File: src/logic/pause_cfg_pkg.sv
// constants and types shared by the port flow control register block
// Notes on behaviour
// - bit 6 enables half-duplex backpressure
// - bit 5 reads duplex, 1 means half
// - bit 4 reads receive pause in effect
// - bit 3 reads transmit pause in effect
// - bit 2 receive enable used when manual/no-autoneg
// - bit 1 transmit enable used when manual/no-autoneg
// - auto mode with autoneg uses negotiated result
// - auto mode without autoneg uses written bits
// - manual mode applies written bits in full duplex
// - status bits show settings actually in effect
// - writes never touch phy advertisement values
// - writable defaults come from straps at reset
// - loader rewrite of straps updates fields
// - status defaults derive from several straps
package pause_cfg_pkg;
	localparam int ADDR_W = 12;
	localparam int DATA_W = 32;
	localparam logic [11:0] FLOW_CTRL_OFFSET = 12'h1A4; // port2_flow_control
	localparam int BIT_BACKPRESSURE = 6;
	localparam int BIT_CUR_DUPLEX = 5;
	localparam int BIT_CUR_RX = 4;
	localparam int BIT_CUR_TX = 3;
	localparam int BIT_RX_EN = 2;
	localparam int BIT_TX_EN = 1;
	localparam int BIT_MANUAL = 0;
	localparam logic [31:0] UNMAPPED_READ = 32'h0000_0000;
	// resolution of the effective pause settings
	typedef enum {SRC_AUTONEG, SRC_WRITTEN, SRC_HALF} pause_src_t;
endpackage

File: src/logic/pause_resolve_if.sv
// interface carrying settings into the pause resolver and its answers back
`timescale 1ns/10ps
interface pause_resolve_if;
	logic manual; // manual select bit
	logic rx_en; // written receive enable
	logic tx_en; // written transmit enable
	logic an_enable; // autoneg enabled
	logic an_rx; // negotiated receive pause
	logic an_tx; // negotiated transmit pause
	logic half; // link is half duplex
	logic eff_rx; // receive pause in effect
	logic eff_tx; // transmit pause in effect
	modport ctrl (output manual, rx_en, tx_en, an_enable, an_rx, an_tx, half,
		input eff_rx, eff_tx);
	modport resolver (input manual, rx_en, tx_en, an_enable, an_rx, an_tx, half,
		output eff_rx, eff_tx);
endinterface // pause_resolve_if

File: src/logic/pause_resolve.sv
// combinational choice of effective pause enables
`timescale 1ns/10ps
module pause_resolve
	import pause_cfg_pkg::*;
(
	pause_resolve_if.resolver r
);
	pause_src_t src; // which source governs
	// full-duplex pause never applies on a half-duplex link
	always_comb begin
		if (r.half) begin
			src = SRC_HALF;
		end else if (!r.manual && r.an_enable) begin
			src = SRC_AUTONEG;
		end else begin
			src = SRC_WRITTEN;
		end
	end
	// drive enables from the chosen source
	always_comb begin
		case (src)
			SRC_AUTONEG: begin
				r.eff_rx = r.an_rx;
				r.eff_tx = r.an_tx;
			end
			SRC_WRITTEN: begin
				r.eff_rx = r.rx_en;
				r.eff_tx = r.tx_en;
			end
			default: begin
				r.eff_rx = 1'b0;
				r.eff_tx = 1'b0;
			end
		endcase
	end
endmodule // pause_resolve

File: src/logic/port_flow_control_select.sv
// port flow control select register with live status read back
//
// The implementer's own choice: the plain strobed port.
`timescale 1ns/10ps
module port_flow_control_select
	import pause_cfg_pkg::*;
(
	input wire logic clk_sys,
	input wire logic reset_n,
	input wire logic clk_en, // freezes all state while low
	input wire logic [ADDR_W-1:0] addr,
	input wire logic [DATA_W-1:0] wdata,
	input wire logic wr_stb,
	input wire logic rd_stb,
	output logic [DATA_W-1:0] rdata,
	input wire logic backpressure_default_strap, // strap values as held by strap logic
	input wire logic full_duplex_pause_strap,
	input wire logic manual_select_strap,
	input wire logic strap_reload, // pulse: loader rewrote the straps
	input wire logic autoneg_enable, // from the phy
	input wire logic an_rx_pause, // negotiated result
	input wire logic an_tx_pause,
	input wire logic link_half_duplex, // duplex in effect, 1 = half
	output logic backpressure_enable,
	output logic current_duplex,
	output logic current_rx_pause_enable,
	output logic current_tx_pause_enable
);
	// how the block hangs together
	// - four writable fields: backpressure, receive pause, transmit pause,
	//   manual select; each sits in its own flop and reads back unchanged
	// - three read-only status bits: duplex, receive pause in effect and
	//   transmit pause in effect
	// - status is a registered copy of the resolver output and link duplex, one enabled edge
	//   behind the phy and field inputs; this costs a cycle of latency but
	//   keeps the status pins free of glitches from the resolver mux
	// - half duplex forces both pause bits off, since full-duplex pause frames
	//   have no meaning on a shared link; backpressure covers that case
	// - straps reach the writable fields on the first enabled edge after
	//   reset and again whenever the loader pulses strap_reload
	// - a strap load beats a software write in the same cycle, so the strap
	//   image can never be half overwritten by a racing bus access
	// - status defaults follow from the strap-loaded fields through the
	//   resolver, so they combine several straps rather than copy one
	// - the phy advertisement register lives elsewhere; nothing here writes it
	// - clk_en low freezes every flop, the read data register included, so
	//   a read answered just before a freeze keeps standing until it lifts
	// - strap and phy inputs are taken as levels of this clock domain;
	//   whoever drives them from another domain must synchronise them first
	// - reserved bits are never stored, which keeps them at zero for free
	// - a write in the very first enabled cycle after reset is lost to the
	//   strap capture; software should wait one cycle before its first access
	//
	// field and status flops
	logic backpressure_q; // writable fields
	logic rx_pause_enable_q;
	logic tx_pause_enable_q;
	logic manual_pause_select_q;
	logic dup_q; // status snapshot bits
	logic cur_rx_q;
	logic cur_tx_q;
	logic load_q; // strap capture pending after reset
	logic [DATA_W-1:0] rdata_q;
	logic hit; // address decode
	pause_resolve_if rif();

	assign hit = (addr == FLOW_CTRL_OFFSET);

	// resolver inputs: register fields and phy state
	assign rif.manual = manual_pause_select_q;
	assign rif.rx_en = rx_pause_enable_q;
	assign rif.tx_en = tx_pause_enable_q;
	assign rif.an_enable = autoneg_enable;
	assign rif.an_rx = an_rx_pause;
	assign rif.an_tx = an_tx_pause;
	assign rif.half = link_half_duplex;

	pause_resolve u_resolve (
		.r(rif.resolver)
	);

	// strap capture flag: set during reset, consumed on first enabled edge
	always_ff @(posedge clk_sys) begin
		if (!reset_n) begin
			load_q <= 1'b1;
		end else if (clk_en) begin
			load_q <= 1'b0;
		end
	end

	// writable fields: strap loads win over a software write in the same cycle
	always_ff @(posedge clk_sys) begin
		if (!reset_n) begin
			backpressure_q <= 1'b0;
			rx_pause_enable_q <= 1'b0;
			tx_pause_enable_q <= 1'b0;
			manual_pause_select_q <= 1'b0;
		end else if (clk_en) begin
			if (load_q || strap_reload) begin
				backpressure_q <= backpressure_default_strap;
				rx_pause_enable_q <= full_duplex_pause_strap;
				tx_pause_enable_q <= full_duplex_pause_strap;
				manual_pause_select_q <= manual_select_strap;
			end else if (wr_stb && hit) begin
				// only this block's fields change; phy advertisement is untouched
				backpressure_q <= wdata[BIT_BACKPRESSURE];
				rx_pause_enable_q <= wdata[BIT_RX_EN];
				tx_pause_enable_q <= wdata[BIT_TX_EN];
				manual_pause_select_q <= wdata[BIT_MANUAL];
			end
		end
	end

	// status: registered copy of what is in effect, fed from the resolver and the link duplex
	always_ff @(posedge clk_sys) begin
		if (!reset_n) begin
			dup_q <= 1'b0;
			cur_rx_q <= 1'b0;
			cur_tx_q <= 1'b0;
		end else if (clk_en) begin
			dup_q <= link_half_duplex;
			cur_rx_q <= rif.eff_rx;
			cur_tx_q <= rif.eff_tx;
		end
	end

	// read port: data in the cycle after the strobe, zero after every other enabled edge
	always_ff @(posedge clk_sys) begin
		if (!reset_n) begin
			rdata_q <= UNMAPPED_READ;
		end else if (clk_en) begin
			rdata_q <= UNMAPPED_READ;
			if (rd_stb && hit) begin
				rdata_q[BIT_BACKPRESSURE] <= backpressure_q;
				rdata_q[BIT_CUR_DUPLEX] <= dup_q;
				rdata_q[BIT_CUR_RX] <= cur_rx_q;
				rdata_q[BIT_CUR_TX] <= cur_tx_q;
				rdata_q[BIT_RX_EN] <= rx_pause_enable_q;
				rdata_q[BIT_TX_EN] <= tx_pause_enable_q;
				rdata_q[BIT_MANUAL] <= manual_pause_select_q;
			end
		end
	end

	assign rdata = rdata_q;
	assign backpressure_enable = backpressure_q;
	assign current_duplex = dup_q;
	assign current_rx_pause_enable = cur_rx_q;
	assign current_tx_pause_enable = cur_tx_q;
endmodule // port_flow_control_select

File: config.mk
export PLATFORM = sky130hd
export DESIGN_NAME = port_flow_control_select
export DESIGN_NICKNAME = d
export VERILOG_FILES = /design/src/logic/pause_cfg_pkg.sv /design/src/logic/pause_resolve_if.sv /design/src/logic/pause_resolve.sv /design/src/logic/port_flow_control_select.sv
export SDC_FILE = /design/constraint.sdc
export NUM_CORES = 1
export LEC_CHECK = 0
export BUFFER_PORTS_ARGS = -buffer_cell sky130_fd_sc_hd__buf_2
export CORE_MARGIN = 2
export CORE_UTILIZATION = 35
export DETAILED_ROUTE_END_ITERATION = 6
export GPL_ROUTABILITY_DRIVEN = 0
export GPL_TIMING_DRIVEN = 0
export MAX_ROUTING_LAYER = met4
export PLACE_DENSITY = 0.86
export SYNTH_ARGS = -nofsm -noshare
export SYNTH_HDL_FRONTEND = slang
export SYNTH_SLANG_ARGS = --single-unit
File: constraint.sdc
create_clock -name clk_sys -period 2.4 [get_ports clk_sys]
set_input_delay 0.36 -clock clk_sys [delete_from_list [all_inputs] [get_ports clk_sys]]
set_output_delay 0.36 -clock clk_sys [all_outputs]
set_load 0.02 [all_outputs]
== Word level (Yosys, flattened, before mapping) ==
Index checks and enable logic that the tools add are counted.

* Add/sub/neg operators: 0
* $mul: 0
* Divide/modulo/power cells: 0
* Order comparisons: 0
* Eq/ne operators: 2
* Shift operators: 0
* Muxes and demuxes: 13
* Bitwise logic cells: 0
* Reduce and logical (&&, ||, !) cells: 8

{| class="wikitable"
|+ Operators with widths
! kind !! count
|-
| == test 32 x 1 -> 1 bit (second input constant) || 1
|-
| zero test 32 bit || 1
|-
| two-way mux 32 bit || 1
|-
| == test 12 x 9 -> 1 bit (second input constant) || 1
|-
| two-way mux 1 bit || 9
|-
| two-way mux 7 bit || 1
|-
| one-hot mux 1 bit (2 select lines) || 2
|-
| logical AND 1 bit || 3
|-
| AND reduction 2 bit || 1
|-
| nonzero test 2 bit || 1
|-
| zero test 1 bit || 1
|-
| logical OR 1 bit || 1
|}

* Register bits: 15
* Latch bits: 0
* Memory bits (writable): 0
* Bits in read-only memories: 0
* Input bits: 57
* Logic and storage cells: 32
* Memories kept: 0

== Depth between registers and ports, before layout ==
Gate-level depths: netlist (run 1).

* Word-level depth: 6
* Gate-level depth with buffers: 5

== By module ==
Synthesis (run 1) repeated with hierarchy kept, for this count alone.

* Cells, all modules: 116
* Area total of the unflattened synthesis: 1049.8 um^2

{| class="wikitable"
|+ Modules (own cells, without submodules)
! module !! instances !! cells each !! area each (um^2) !! sequential area each (um^2)
|-
| port_flow_control_select || 1 || 109 || 987.2 || 300.3
|-
| pause_resolve || 1 || 7 || 62.6 || 0.0
|}

== Least setup slack after synthesis (run 1) ==
Ideal clock, no wire load.

* Kind: input -> register
* From: in addr[3]
* To: reg backpressure_q, in the netlist backpressure_enable
* Arrival time: 1663 ps
* Slack: 621 ps
* Stages on the path: 4
* Cells stage by stage: or4b_4 o41ai_4 nand3_1 o211a_1

* Cells in the longest elaborated chain, start to end: 4

{| class="wikitable"
|+ Ends and longest elaborated chain
! what !! RTL line !! source
|-
| start, declared || port_flow_control_select.sv:11 || <nowiki>input wire logic [ADDR_W-1:0] addr,</nowiki>
|-
| == test 12 x 9 -> 1 bit || port_flow_control_select.sv:67 || <nowiki>assign hit = (addr == FLOW_CTRL_OFFSET);</nowiki>
|-
| logical AND 1 bit || port_flow_control_select.sv:104 || <nowiki>end else if (wr_stb && hit) begin</nowiki>
|-
| nonzero test 2 bit (no line) || - ||
|-
| AND reduction 2 bit (no line) || - ||
|-
| end signal, assigned || port_flow_control_select.sv:100 || <nowiki>backpressure_q <= backpressure_default_strap;</nowiki>
|-
| end signal, assigned || port_flow_control_select.sv:106 || <nowiki>backpressure_q <= wdata[BIT_BACKPRESSURE];</nowiki>
|-
| end, declared || port_flow_control_select.sv:55 || <nowiki>logic backpressure_q;</nowiki>
|}

Every way passes these cells.
A chain may end at the register's enable or synchronous reset.

== Final worst setup path (run 1) ==
* From: in addr[3]
* To: reg manual_pause_select_q

* Cells in the longest elaborated chain, start to end: 4

{| class="wikitable"
|+ Ends and longest elaborated chain
! what !! RTL line !! source
|-
| == test 12 x 9 -> 1 bit || port_flow_control_select.sv:67 ||
|-
| logical AND 1 bit || port_flow_control_select.sv:104 ||
|-
| nonzero test 2 bit (no line) || - ||
|-
| AND reduction 2 bit (no line) || - ||
|-
| end signal, assigned || port_flow_control_select.sv:103 || <nowiki>manual_pause_select_q <= manual_select_strap;</nowiki>
|-
| end signal, assigned || port_flow_control_select.sv:109 || <nowiki>manual_pause_select_q <= wdata[BIT_MANUAL];</nowiki>
|-
| end, declared || port_flow_control_select.sv:58 || <nowiki>logic manual_pause_select_q;</nowiki>
|}

Every way passes these cells.

==> out/summary.json, run 1 <==
{
  "clocking": {
    "root_buffer": "clkbuf_4",
    "clock_insertion_delay_worst_skew_ns": 0.28,
    "post_cts.repair.setup_buffers": 0,
    "cts.path.max_buffers": 2,
    "cts-hold-fix-buffers": 0,
    "cts_htree_levels": 1,
    "cts_tree": "built",
    "cts.clk_slew.worst_paths_ns": 0.08,
    "post_cts_resized": 0,
    "cts_sinks": 15,
    "number_of_cts_inserted_buffers": 3
  },
  "sta": {
    "hold_violations": 0,
    "achievable-frequency_mhz": 588,
    "timing.final.max_slew_violations": 0,
    "min_period_over_period": 0.709,
    "endpoints_failing_setup": 0,
    "setup_total_negative_slack_ns": 0,
    "grt_setup_unrepaired": "no",
    "fin_crit_ns": 1.70,
    "finalClockSkew_ns": 0.00356
  },
  "route": {
    "wl_per_cell_um": 9.39,
    "avgViaCountPerCell": 4.08,
    "detail_route_antenna_nets": 0,
    "route.vias.total": 811,
    "dr.pass1.iters": 4,
    "drcViolationCount": 0,
    "route.final.wire_length_mm": 1.87,
    "dr.first_iter.drc_count": 5
  },
  "global_route": {
    "antenna_found_initial": 0,
    "via_count_of_the_first_global_routing_pass": 652,
    "maximum_number_of_pins_on_one_net_before_global_route_repair": 11,
    "groute.usage.overall": 0.128,
    "grt_pass1_wl_mm": 2.64,
    "overall_overflow_remaining_after_global_route": 0
  },
  "setup_path": {
    "critical-path-top-delay-family": "compound AO/OA/AOI/OAI gates",
    "critical_path_peak_fanout": 8,
    "cp_data_required_time_ns": 2.59,
    "cpMaxStageDelayCell": "or4b_4",
    "cp.arrival_ns": 1.89,
    "worst_path_largest_cell_delay_ns": 0.57,
    "critPathLaunch": "addr[3]",
    "criticalPathCategory": "in -> reg",
    "start_kind": "input pin",
    "worst_r2r_path_depth": 3,
    "critical_path_cell_count": 5,
    "r2r-start": "load_q",
    "ordered_list_of_cells_on_the_worst_path": "buf_2 > or4b_4 > o41ai_4 > nand3_1 > o211a_1",
    "setup.worst_path.end_class": "flip-flop",
    "worst-path-buf-inv": 1
  },
  "cells_and_area": {
    "layout.area.seq_um2": 300,
    "finalNetCount": 227,
    "postLayoutCellArea_um2": 1260,
    "area_of_the_multi_input_gates_um2": 492,
    "postLayoutCoreUtil": 0.508,
    "drive_gt1_frac": 0.420,
    "antenna_cells": 0,
    "num-fill-cells": 247,
    "syn2layout_area_growth_pct": 38.4
  },
  "die": {
    "fp.dieArea_um2": 3020,
    "coreArea_um2": 2480,
    "floorplan.die.width_um": 54.9,
    "floorplan.initialDensity": 0.367,
    "die_h_um": 54.9,
    "floorplan.io_pins": 93,
    "floorplan.rows": 18
  },
  "yosys": {
    "netlist_instances": 102,
    "postSynthRegisterBits": 15,
    "yosysSeqAreaShare": 0.331,
    "synth-warning-count": 0,
    "synth.largest_area_cell": "dfxtp_1",
    "synthArstFlopShare": 0,
    "synth_enable_flop_cells": 0,
    "top_cell_type_s_share_of_synthesized_area": 0.331,
    "synth.top_cells.by_count": "buf_4, nor2b_1, dfxtp_1",
    "synthFlopType": "dfxtp_1",
    "yosys.cell_count.top_type": "buf_4",
    "synth.top_cells.by_area": "dfxtp_1, buf_4, nor2b_1",
    "post_synth_num_cell_types": 21,
    "syn_area_um2": 908,
    "synthesis.area_per_instance_um2": 8.91
  },
  "pwr": {
    "p_leak_nw": 0.710,
    "worst_ir_drop_vdd_mv": 0.214,
    "p_per_area_nw_per_um2": 436
  },
  "placed_design": {
    "placement.cell_area_um2": 1230,
    "placement.io_buffers": 39,
    "dp_hpwl_mm": 1.57
  },
  "min_path": {
    "hp-class": "in -> reg",
    "hold_path_depth": 2,
    "worstHoldStart": "reset_n"
  },
  "run": {
    "cap_viol_max_count": 0
  },
  "status": {
    "status": "complete, no violations"
  }
}
metrics by stage:
step / instances / hold WS [ns] / setup WS [ns] / power [mW]
after floorplan: 126 / 0.472 / 0.621 / 0.376
after global placement: 195 / 0.494 / 0.399 / 0.412
after detailed placement: 195 / 0.515 / 0.372 / 0.413
after CTS: 199 / 0.357 / 0.670 / 0.550
after global routing: 199 / 0.365 / 0.610 / 0.577
final: 199 / 0.355 / 0.698 / 0.548
cell type report:
| class | instances | share of cell area |
|---|---|---|
| clock buffers | 4 | 0.0209 |
| inverters | 3 | 0.00896 |
| repair buffers | 39 | 0.155 |
| flip-flops and latches | 15 | 0.239 |
| plain buffers | 27 | 0.155 |
| well taps | 30 | 0.0299 |
| multi-input cells | 81 | 0.391 |
worst paths after layout:
path / endpoint / slack [ns]
setup / recovery: manual_pause_select_q / 0.70
hold / removal: rdata[4] / 0.35
setup reg to reg: rif.rx_en / 1.17
hold reg to reg: manual_pause_select_q / 0.53
layout by cell type (no fill, tap or decap), drive strengths merged:
master,synthesis,routed
o41ai,1,1
nand2b,1,1
nor2b,16,16
a21oi,9,9
nand4bb,1,1
o21a,1,1
and2,2,2
mux2i,3,3
o211a,4,4
inv,3,3
nor4,1,1
o21ai,4,4
nand2,6,6
clkbuf,2,6
dfxtp,15,15
buf,25,64
nand3,2,2
conb,1,25
or4b,2,2
o22ai,2,2
nor2,1,1
worst reg2reg max path, delay by kind of cell, from the launching register on:
family	cells	cell delay [ns]
AO/OA/AOI/OAI	3	0.77
flip-flops	1	0.36
where the power goes:
group	total (mW)	internal, mW	switching, mW
Clock	0.141	0.0646	0.0764
Sequential	0.265	0.258	0.00758
Combinational	0.142	0.0665	0.0757
routing by layer:
layer,vias to the layer above,wire length (µm),share of wire,GRT usage
li1,431,-,-,-
met1,332,731,0.39,0.135
met2,43,865,0.46,0.230
met3,5,243,0.13,0.0242
met4,0,28,0.015,0.0610
met5,-,0,0,-
logic make-up after synthesis:
| logic type | Yosys count | synth area share |
|---|---|---|
| compound gates | 21 | 0.168 |
| buf+inv | 30 | 0.227 |
| flops | 15 | 0.331 |
| mux | 3 | 0.0331 |
| other cells | 1 | 0.00413 |
| simple gates | 32 | 0.237 |
sequential cells by signal, summed over array words and instances (netlist names):
name / cells
rdata: 7
current_tx_pause_enable: 1
current_duplex: 1
load_q: 1
rif.rx_en: 1
current_rx_pause_enable: 1
backpressure_enable: 1
rif.tx_en: 1
manual_pause_select_q: 1
Note: power is estimated with default switching activity, not from simulation.
==> inputs of run 2 (changes only) <==
--- a/config.mk
+++ b/config.mk
@@ -5,6 +5,7 @@
 export SDC_FILE = /design/constraint.sdc
 export NUM_CORES = 1
 export LEC_CHECK = 0
+export ABC_AREA = 1
 export BUFFER_PORTS_ARGS = -buffer_cell sky130_fd_sc_hd__buf_2
 export CORE_MARGIN = 2
 export CORE_UTILIZATION = 35
==> constraint.sdc (replaced) <==
create_clock -name clk_sys -period 1.7 [get_ports clk_sys]
set_input_delay 0.255 -clock clk_sys [delete_from_list [all_inputs] [get_ports clk_sys]]
set_output_delay 0.255 -clock clk_sys [all_outputs]
set_load 0.02 [all_outputs]
==> out/summary.json, run 2 <==
{
  "status": {
    "status": {"value": "complete, no violations", "change": "unchanged"}
  },
  "setup_path": {
    "ordered_list_of_cells_on_the_worst_path": {"value": "nor2_2 > nor2_1 > a21oi_1 > nand3_1 > nand2_1 > nor2_1", "change": "was buf_2 > or4b_4 > o41ai_4 > nand3_1 > o211a_1"},
    "cp.arrival": {"value": 1.35, "unit": "ns", "change": "was 1.89 ns"},
    "setup.worst_path.end_class": {"value": "flip-flop", "change": "unchanged"},
    "worst-path-buf-inv": {"value": 0, "change": "was 1"},
    "critPathLaunch": {"value": "load_q", "change": "was addr[3]"},
    "worst_path_largest_cell_delay": {"value": 0.33, "unit": "ns", "change": "was 0.57 ns"},
    "cp_common_cell": "nor2_1",
    "start_kind": {"value": "flip-flop", "change": "was input pin"},
    "criticalPathCategory": {"value": "reg -> reg", "change": "was in -> reg"},
    "critical_path_peak_fanout": {"value": 6, "change": "was 8"},
    "cp_data_required_time": {"value": 1.88, "unit": "ns", "change": "was 2.59 ns"},
    "cpMaxStageDelayCell": {"value": "dfxtp_1", "change": "was or4b_4"},
    "r2r-start": {"value": "load_q", "change": "unchanged"},
    "critical-path-top-delay-family": {"value": "simple AND/OR/NAND/NOR gates", "change": "was compound AO/OA/AOI/OAI gates"}
  },
  "sta": {
    "grt_setup_unrepaired": {"value": "no", "change": "unchanged"},
    "endpoints_failing_setup": {"value": 0, "change": "unchanged"},
    "fin_crit_ns": 1.18,
    "finalClockSkew": {"value": 0.00516, "unit": "ns", "change": "was 0.00356 ns"},
    "timing.final.max_slew_violations": {"value": 0, "change": "unchanged"},
    "hold_violations": {"value": 0, "change": "unchanged"},
    "achievable-frequency_mhz": 851,
    "min_period_over_period": 0.691,
    "setup_total_negative_slack": {"value": 0, "unit": "ns", "change": "unchanged"}
  },
  "global_route": {
    "grt_pass1_wl": {"value": 3.04, "unit": "mm", "change": "was 2.64 mm"},
    "overall_overflow_remaining_after_global_route": {"value": 0, "change": "unchanged"},
    "via_count_of_the_first_global_routing_pass": {"value": 802, "change": "was 652"},
    "antenna_found_initial": {"value": 0, "change": "unchanged"},
    "maximum_number_of_pins_on_one_net_before_global_route_repair": {"value": 11, "change": "unchanged"},
    "groute.usage.overall": {"value": 0.140, "change": "was 0.128"}
  },
  "cells_and_area": {
    "area_of_the_multi_input_gates": {"value": 452, "unit": "µm²", "change": "was 492 µm²"},
    "num-fill-cells": {"value": 243, "change": "was 247"},
    "finalNetCount": {"value": 250, "change": "was 227"},
    "syn2layout_area_growth": {"value": 38.6, "unit": "%", "change": "was 38.4%"},
    "drive_gt1_frac": {"value": 0.391, "change": "was 0.420"},
    "most-common-layout-cells": {"value": "buf_2, buf_4, conb_1, nand2_1, dfxtp_1", "change": "was buf_2, buf_4, conb_1, nor2b_1, dfxtp_1"},
    "antenna_cells": {"value": 0, "change": "unchanged"},
    "commonest_non_fill_non_tap_cell_in_the_layout": {"value": "buf_2", "change": "unchanged"},
    "postLayoutCoreUtil": {"value": 0.510, "change": "was 0.508"},
    "finalNonFillerCells": {"value": 222, "change": "was 199"},
    "largest_reg_flops": {"value": 7, "change": "unchanged"},
    "layout.area.seq": {"value": 300, "unit": "µm²", "change": "unchanged"},
    "postLayoutCellArea": {"value": 1250, "unit": "µm²", "change": "was 1260 µm²"}
  },
  "route": {
    "route.final.wire_length": {"value": 1.84, "unit": "mm", "change": "was 1.87 mm"},
    "dr.first_iter.drc_count": {"value": 8, "change": "was 5"},
    "wl_per_cell": {"value": 8.28, "unit": "µm", "change": "was 9.39 µm"},
    "route.vias.total": {"value": 880, "change": "was 811"},
    "drcViolationCount": {"value": 0, "change": "unchanged"},
    "dr.pass1.iters": {"value": 4, "change": "unchanged"},
    "avgViaCountPerCell": {"value": 3.96, "change": "was 4.08"},
    "detail_route_antenna_nets": {"value": 0, "change": "unchanged"}
  },
  "clocking": {
    "cts.path.max_buffers": {"value": 2, "change": "unchanged"},
    "cts_tree": {"value": "built", "change": "unchanged"},
    "cts.clk_slew.worst_paths": {"value": 0.08, "unit": "ns", "change": "about the same"},
    "number_of_cts_inserted_buffers": {"value": 3, "change": "unchanged"},
    "cts_htree_levels": {"value": 1, "change": "unchanged"},
    "cts_sinks": {"value": 15, "change": "unchanged"},
    "clock_insertion_delay_worst_skew": {"value": 0.28, "unit": "ns", "change": "about the same"},
    "post_cts_resized": {"value": 0, "change": "unchanged"},
    "cts-hold-fix-buffers": {"value": 0, "change": "unchanged"},
    "root_buffer": {"value": "clkbuf_4", "change": "unchanged"},
    "post_cts.repair.setup_buffers": {"value": 0, "change": "unchanged"}
  },
  "yosys": {
    "top_cell_type_s_share_of_synthesized_area": {"value": 0.332, "change": "was 0.331"},
    "synth-warning-count": {"value": 0, "change": "unchanged"},
    "netlist_instances": {"value": 125, "change": "was 102"},
    "synthFlopType": {"value": "dfxtp_1", "change": "unchanged"},
    "syn_area": {"value": 903, "unit": "µm²", "change": "was 908 µm²"},
    "yosys.cell_count.top_type": {"value": "buf_4", "change": "unchanged"},
    "postSynthRegisterBits": {"value": 15, "change": "unchanged"},
    "yosysSeqAreaShare": {"value": 0.332, "change": "was 0.331"},
    "synth.top_cells.by_area": {"value": "dfxtp_1, buf_4, nand2_1", "change": "was dfxtp_1, buf_4, nor2b_1"},
    "synth.top_cells.by_count": {"value": "buf_4, nand2_1, dfxtp_1", "change": "was buf_4, nor2b_1, dfxtp_1"},
    "post_synth_num_cell_types": {"value": 18, "change": "was 21"},
    "synthArstFlopShare": {"value": 0, "change": "unchanged"},
    "synthesis.area_per_instance": {"value": 7.23, "unit": "µm²", "change": "was 8.91 µm²"},
    "synth_enable_flop_cells": {"value": 0, "change": "unchanged"},
    "synth.largest_area_cell": {"value": "dfxtp_1", "change": "unchanged"}
  },
  "die": {
    "die_h": {"value": 54.8, "unit": "µm", "change": "was 54.9 µm"},
    "coreArea": {"value": 2450, "unit": "µm²", "change": "was 2480 µm²"},
    "fp.dieArea": {"value": 3000, "unit": "µm²", "change": "was 3020 µm²"},
    "floorplan.io_pins": {"value": 93, "change": "unchanged"},
    "floorplan.initialDensity": {"value": 0.368, "change": "was 0.367"},
    "floorplan.die.width": {"value": 54.8, "unit": "µm", "change": "was 54.9 µm"},
    "floorplan.rows": {"value": 18, "change": "unchanged"}
  },
  "pwr": {
    "p_per_area": {"value": 619, "unit": "nW/µm²", "change": "was 436 nW/µm²"},
    "worst_ir_drop_vdd": {"value": 0.306, "unit": "mV", "change": "was 0.214 mV"},
    "p_leak": {"value": 0.701, "unit": "nW", "change": "was 0.710 nW"}
  },
  "placed_design": {
    "dp_hpwl": {"value": 1.53, "unit": "mm", "change": "was 1.57 mm"},
    "placement.cell_area": {"value": 1230, "unit": "µm²", "change": "about the same"},
    "dp_cells": {"value": 218, "change": "was 195"},
    "placement.io_buffers": {"value": 39, "change": "unchanged"}
  },
  "min_path": {
    "hp-class": {"value": "in -> reg", "change": "unchanged"},
    "worstHoldStart": {"value": "reset_n", "change": "unchanged"}
  },
  "run": {
    "cap_viol_max_count": {"value": 0, "change": "unchanged"}
  }
}
## run 2: cell count changes after synthesis, sizes merged, moves of 4 or more
cell   before  now
a21oi       9   13
nor2b      16    0
nand3       2   14
nand2       6   23
inv         3    9
nor2        1   13
o21ai       4    0
o211a       4    0
## run 2: worst paths after layout
kind                     to  slack, ns  depth (start not counted)
setup reg to reg  rif.tx_en       0.52                          6
setup / recovery  rif.tx_en       0.52                          6
hold reg to reg    rdata[3]       0.46                          2
hold / removal       load_q       0.20                          2
## run 2: power breakdown
| part | internal [mW] | switching [mW] |
|---|---|---|
| combinational | 0.0882 | 0.118 |
| clock | 0.0909 | 0.103 |
| sequential | 0.364 | 0.0100 |
## run 2: metal layers
| metal | vias to the layer above | GRT usage | share of wire |
|---|---|---|---|
| met4 | 0 | 0.0875 | 0 |
| met3 | 0 | 0.00820 | 0.068 |
| met5 | - | - | 0 |
| met1 | 368 | 0.160 | 0.40 |
| met2 | 28 | 0.236 | 0.53 |
| li1 | 484 | - | - |
## run 2: logic make-up after synthesis
family,synth area share
flip-flops,0.332
AND/OR/NAND/NOR,0.280
multiplexers,0.0222
AO/OA/AOI/OAI,0.0942
other,0.00415
buffers and inverters,0.267
## run 2: through the flow
stage	power [mW]	hold WS, ns	setup WS [ns]
3_5_place_dp	0.587	0.452	0.427
5_1_grt	0.818	0.220	0.474
3_3_place_gp	0.583	0.450	0.448
4_1_cts	0.782	0.196	0.536
6_report	0.775	0.204	0.525
2_1_floorplan	0.535	0.324	0.634
## run 2: area by class of cell
cell class                 instances  share of cell area
multi-input combinational         96               0.361
sequential                        15               0.240
buffer                            27               0.160
timing repair buffer              39               0.156
inverter                          11              0.0330
tap                               30              0.0300
clock buffer                       4              0.0210
==> inputs of run 3 (changes only) <==
--- a/config.mk
+++ b/config.mk
@@ -8,12 +8,12 @@
 export ABC_AREA = 1
 export BUFFER_PORTS_ARGS = -buffer_cell sky130_fd_sc_hd__buf_2
 export CORE_MARGIN = 2
-export CORE_UTILIZATION = 35
+export CORE_UTILIZATION = 31
 export DETAILED_ROUTE_END_ITERATION = 6
 export GPL_ROUTABILITY_DRIVEN = 0
 export GPL_TIMING_DRIVEN = 0
 export MAX_ROUTING_LAYER = met4
-export PLACE_DENSITY = 0.86
+export PLACE_DENSITY = 0.81
 export SYNTH_ARGS = -nofsm -noshare
 export SYNTH_HDL_FRONTEND = slang
 export SYNTH_SLANG_ARGS = --single-unit
==> constraint.sdc (replaced) <==
create_clock -name clk_sys -period 1.05 [get_ports clk_sys]
set_input_delay 0.1575 -clock clk_sys [delete_from_list [all_inputs] [get_ports clk_sys]]
set_output_delay 0.1575 -clock clk_sys [all_outputs]
set_load 0.02 [all_outputs]
==> out/summary.json, run 3 (same netlist as run 2, synthesis figures left out) <==
{
  "pwr": {
    "p_leak": {"value": 0.707, "unit": "nW", "change": "was 0.701 nW"},
    "worst_ir_drop_vdd": {"value": 0.593, "unit": "mV", "change": "was 0.306 mV"},
    "total_power": {"value": 1.26, "unit": "mW", "change": "was 0.775 mW"},
    "p_per_area": {"value": 988, "unit": "nW/µm²", "change": "was 619 nW/µm²"}
  },
  "setup_path": {
    "cp_data_required_time": {"value": 1.22, "unit": "ns", "change": "was 1.88 ns"},
    "critical_path_peak_fanout": {"value": 5, "change": "was 6"},
    "setup.worst_path.end_class": {"value": "flip-flop", "change": "unchanged"},
    "timing.reg2reg.setup_slack": {"value": 0.04, "unit": "ns", "change": "was 0.52 ns"},
    "criticalPathCategory": {"value": "reg -> reg", "change": "unchanged"},
    "start_kind": {"value": "flip-flop", "change": "unchanged"},
    "cp.arrival": {"value": 1.19, "unit": "ns", "change": "was 1.35 ns"}
  },
  "cells_and_area": {
    "syn2layout_area_growth": {"value": 41.0, "unit": "%", "change": "was 38.6%"},
    "drive_gt1_frac": {"value": 0.409, "change": "was 0.391"},
    "largest_reg_flops": {"value": 7, "change": "unchanged"},
    "postLayoutCoreUtil": {"value": 0.462, "change": "was 0.510"},
    "commonest_non_fill_non_tap_cell_in_the_layout": {"value": "buf_2", "change": "unchanged"},
    "postLayoutCellArea": {"value": 1270, "unit": "µm²", "change": "was 1250 µm²"},
    "finalNetCount": {"value": 251, "change": "was 250"},
    "antenna_cells": {"value": 0, "change": "unchanged"},
    "finalNonFillerCells": {"value": 224, "change": "was 222"},
    "most-common-layout-cells": {"value": "buf_2, buf_4, conb_1, nand2_1", "change": "was buf_2, buf_4, conb_1, nand2_1, dfxtp_1"}
  },
  "global_route": {
    "groute.usage.overall": {"value": 0.117, "change": "was 0.140"},
    "overall_overflow_remaining_after_global_route": {"value": 0, "change": "unchanged"},
    "antenna_found_initial": {"value": 0, "change": "unchanged"},
    "maximum_number_of_pins_on_one_net_before_global_route_repair": {"value": 11, "change": "unchanged"},
    "via_count_of_the_first_global_routing_pass": {"value": 778, "change": "was 802"},
    "grt_pass1_wl": {"value": 3.00, "unit": "mm", "change": "was 3.04 mm"}
  },
  "sta": {
    "setup_total_negative_slack": {"value": 0, "unit": "ns", "change": "unchanged"},
    "fin_hold_ws": {"value": 0.0939, "unit": "ns", "change": "was 0.204 ns"},
    "hold_violations": {"value": 0, "change": "unchanged"},
    "fin_crit": {"value": 1.01, "unit": "ns", "change": "was 1.18 ns"},
    "endpoints_failing_setup": {"value": 0, "change": "unchanged"},
    "finalClockSkew": {"value": 0.00557, "unit": "ns", "change": "was 0.00516 ns"},
    "final_critical_path_setup_slack": {"value": 0.0361, "unit": "ns", "change": "was 0.525 ns"},
    "achievable-frequency": {"value": 986, "unit": "MHz", "change": "was 851 MHz"},
    "grt_setup_unrepaired": {"value": "yes", "change": "was no"},
    "min_period_over_period": {"value": 0.966, "change": "was 0.691"},
    "timing.final.max_slew_violations": {"value": 0, "change": "unchanged"}
  },
  "placed_design": {
    "dp_cells": {"value": 219, "change": "was 218"},
    "dp_hpwl": {"value": 1.56, "unit": "mm", "change": "was 1.53 mm"},
    "placement.io_buffers": {"value": 39, "change": "unchanged"},
    "place_worst_setup_slack": {"value": -0.104, "unit": "ns", "change": "was 0.427 ns"},
    "placement.cell_area": {"value": 1230, "unit": "µm²", "change": "about the same"}
  },
  "clocking": {
    "cts_sinks": {"value": 15, "change": "unchanged"},
    "root_buffer": {"value": "clkbuf_4", "change": "unchanged"},
    "cts.clk_slew.worst_paths": {"value": 0.08, "unit": "ns", "change": "about the same"},
    "cts_htree_levels": {"value": 1, "change": "unchanged"},
    "cts.path.max_buffers": {"value": 2, "change": "unchanged"},
    "number_of_cts_inserted_buffers": {"value": 3, "change": "unchanged"},
    "cts_tree": {"value": "built", "change": "unchanged"},
    "clock_insertion_delay_worst_skew": {"value": 0.27, "unit": "ns", "change": "was 0.28 ns"}
  },
  "route": {
    "route.top_layer_used": {"value": "met4", "change": "was met3"},
    "detailroute.wirelength.met3": {"value": 120, "unit": "µm", "change": "was 125 µm"},
    "drcViolationCount": {"value": 0, "change": "unchanged"},
    "route.final.wire_length": {"value": 1.88, "unit": "mm", "change": "was 1.84 mm"},
    "dr.pass1.iters": {"value": 2, "change": "was 4"},
    "wl_met2": {"value": 1.01, "unit": "mm", "change": "was 972 µm"},
    "detail_route_antenna_nets": {"value": 0, "change": "unchanged"},
    "wl_per_cell": {"value": 8.38, "unit": "µm", "change": "was 8.28 µm"},
    "detailed_routing_wirelength_on_met1": {"value": 711, "unit": "µm", "change": "was 741 µm"},
    "avgViaCountPerCell": {"value": 3.98, "change": "was 3.96"},
    "dr.first_iter.drc_count": {"value": 13, "change": "was 8"},
    "route.vias.total": {"value": 892, "change": "was 880"}
  },
  "die": {
    "die_h": {"value": 58.0, "unit": "µm", "change": "was 54.8 µm"},
    "floorplan.die.width": {"value": 58.0, "unit": "µm", "change": "was 54.8 µm"},
    "floorplan.rows": {"value": 19, "change": "was 18"},
    "floorplan.io_pins": {"value": 93, "change": "unchanged"},
    "fp.dieArea": {"value": 3360, "unit": "µm²", "change": "was 3000 µm²"},
    "coreArea": {"value": 2760, "unit": "µm²", "change": "was 2450 µm²"},
    "floorplan.initialDensity": {"value": 0.328, "change": "was 0.368"}
  },
  "status": {
    "status": {"value": "complete, no violations", "change": "unchanged"}
  },
  "run": {
    "cap_viol_max_count": {"value": 0, "change": "unchanged"}
  },
  "min_path": {
    "hp-class": {"value": "in -> reg", "change": "unchanged"}
  }
}
[run 3: cell types whose count changed in the layout (fill, tap and decap cells not counted)]
| cell | previous run | this run |
|---|---|---|
| a21oi_2 | 0 | 1 |
| a21oi_1 | 13 | 12 |
| buf_4 | 26 | 27 |
| nor2_4 | 0 | 1 |
| nor2_1 | 9 | 8 |
| dfxtp_1 | 15 | 14 |
| dfxtp_2 | 0 | 1 |
[run 3: worst max-delay path, stage by stage, from the launching register on]
cell and delay (ns):
dfxtp_2 0.36, nor2_4 0.06, buf_4 0.14, a21oi_1 0.15, nand3_1 0.09, nand2_1 0.07
nor2_1 0.04
[run 3: area by class of cell]
cell class              instances  area [µm²]
fillers                       299        1480
multi-input cells              96         463
flip-flops and latches         15         302
repair buffers                 40         203
plain buffers                  27         200
inverters                      11        41.3
well taps                      31        38.8
clock buffers                   4        26.3
[run 3: path summary, 6_finish.rpt]
check / startpoint / to / cells past startpoint
worst max-delay path: load_q / rif.rx_en / 6
worst min-delay path: reset_n / load_q / 2
worst max register to register: load_q / rif.rx_en / 6
worst min register to register: rdata[6] / rdata[6] / 2
[run 3: power by group]
group | total (mW) | switching, mW | internal, mW | leakage [nW]
Combinational | 0.340 | 0.193 | 0.147 | 0.570
Sequential | 0.608 | 0.0182 | 0.590 | 0.122
Clock | 0.310 | 0.163 | 0.147 | 0.0150
Total | 1.26 | 0.374 | 0.885 | 0.707
[run 3: layer usage]
metal | GRT usage | vias to the layer above
li1 | - | 487
met3 | 0.0268 | 4
met1 | 0.113 | 375
met5 | - | -
met2 | 0.219 | 26
met4 | 0.0498 | 0
[run 3: repair_timing]
action / CTS / global route
buffers inserted: 0 / 1
setup endpoints to repair: 4 / 4
gates resized for setup: 1 / 3
hold buffers: 0 / 0
pin swaps: 0 / 2
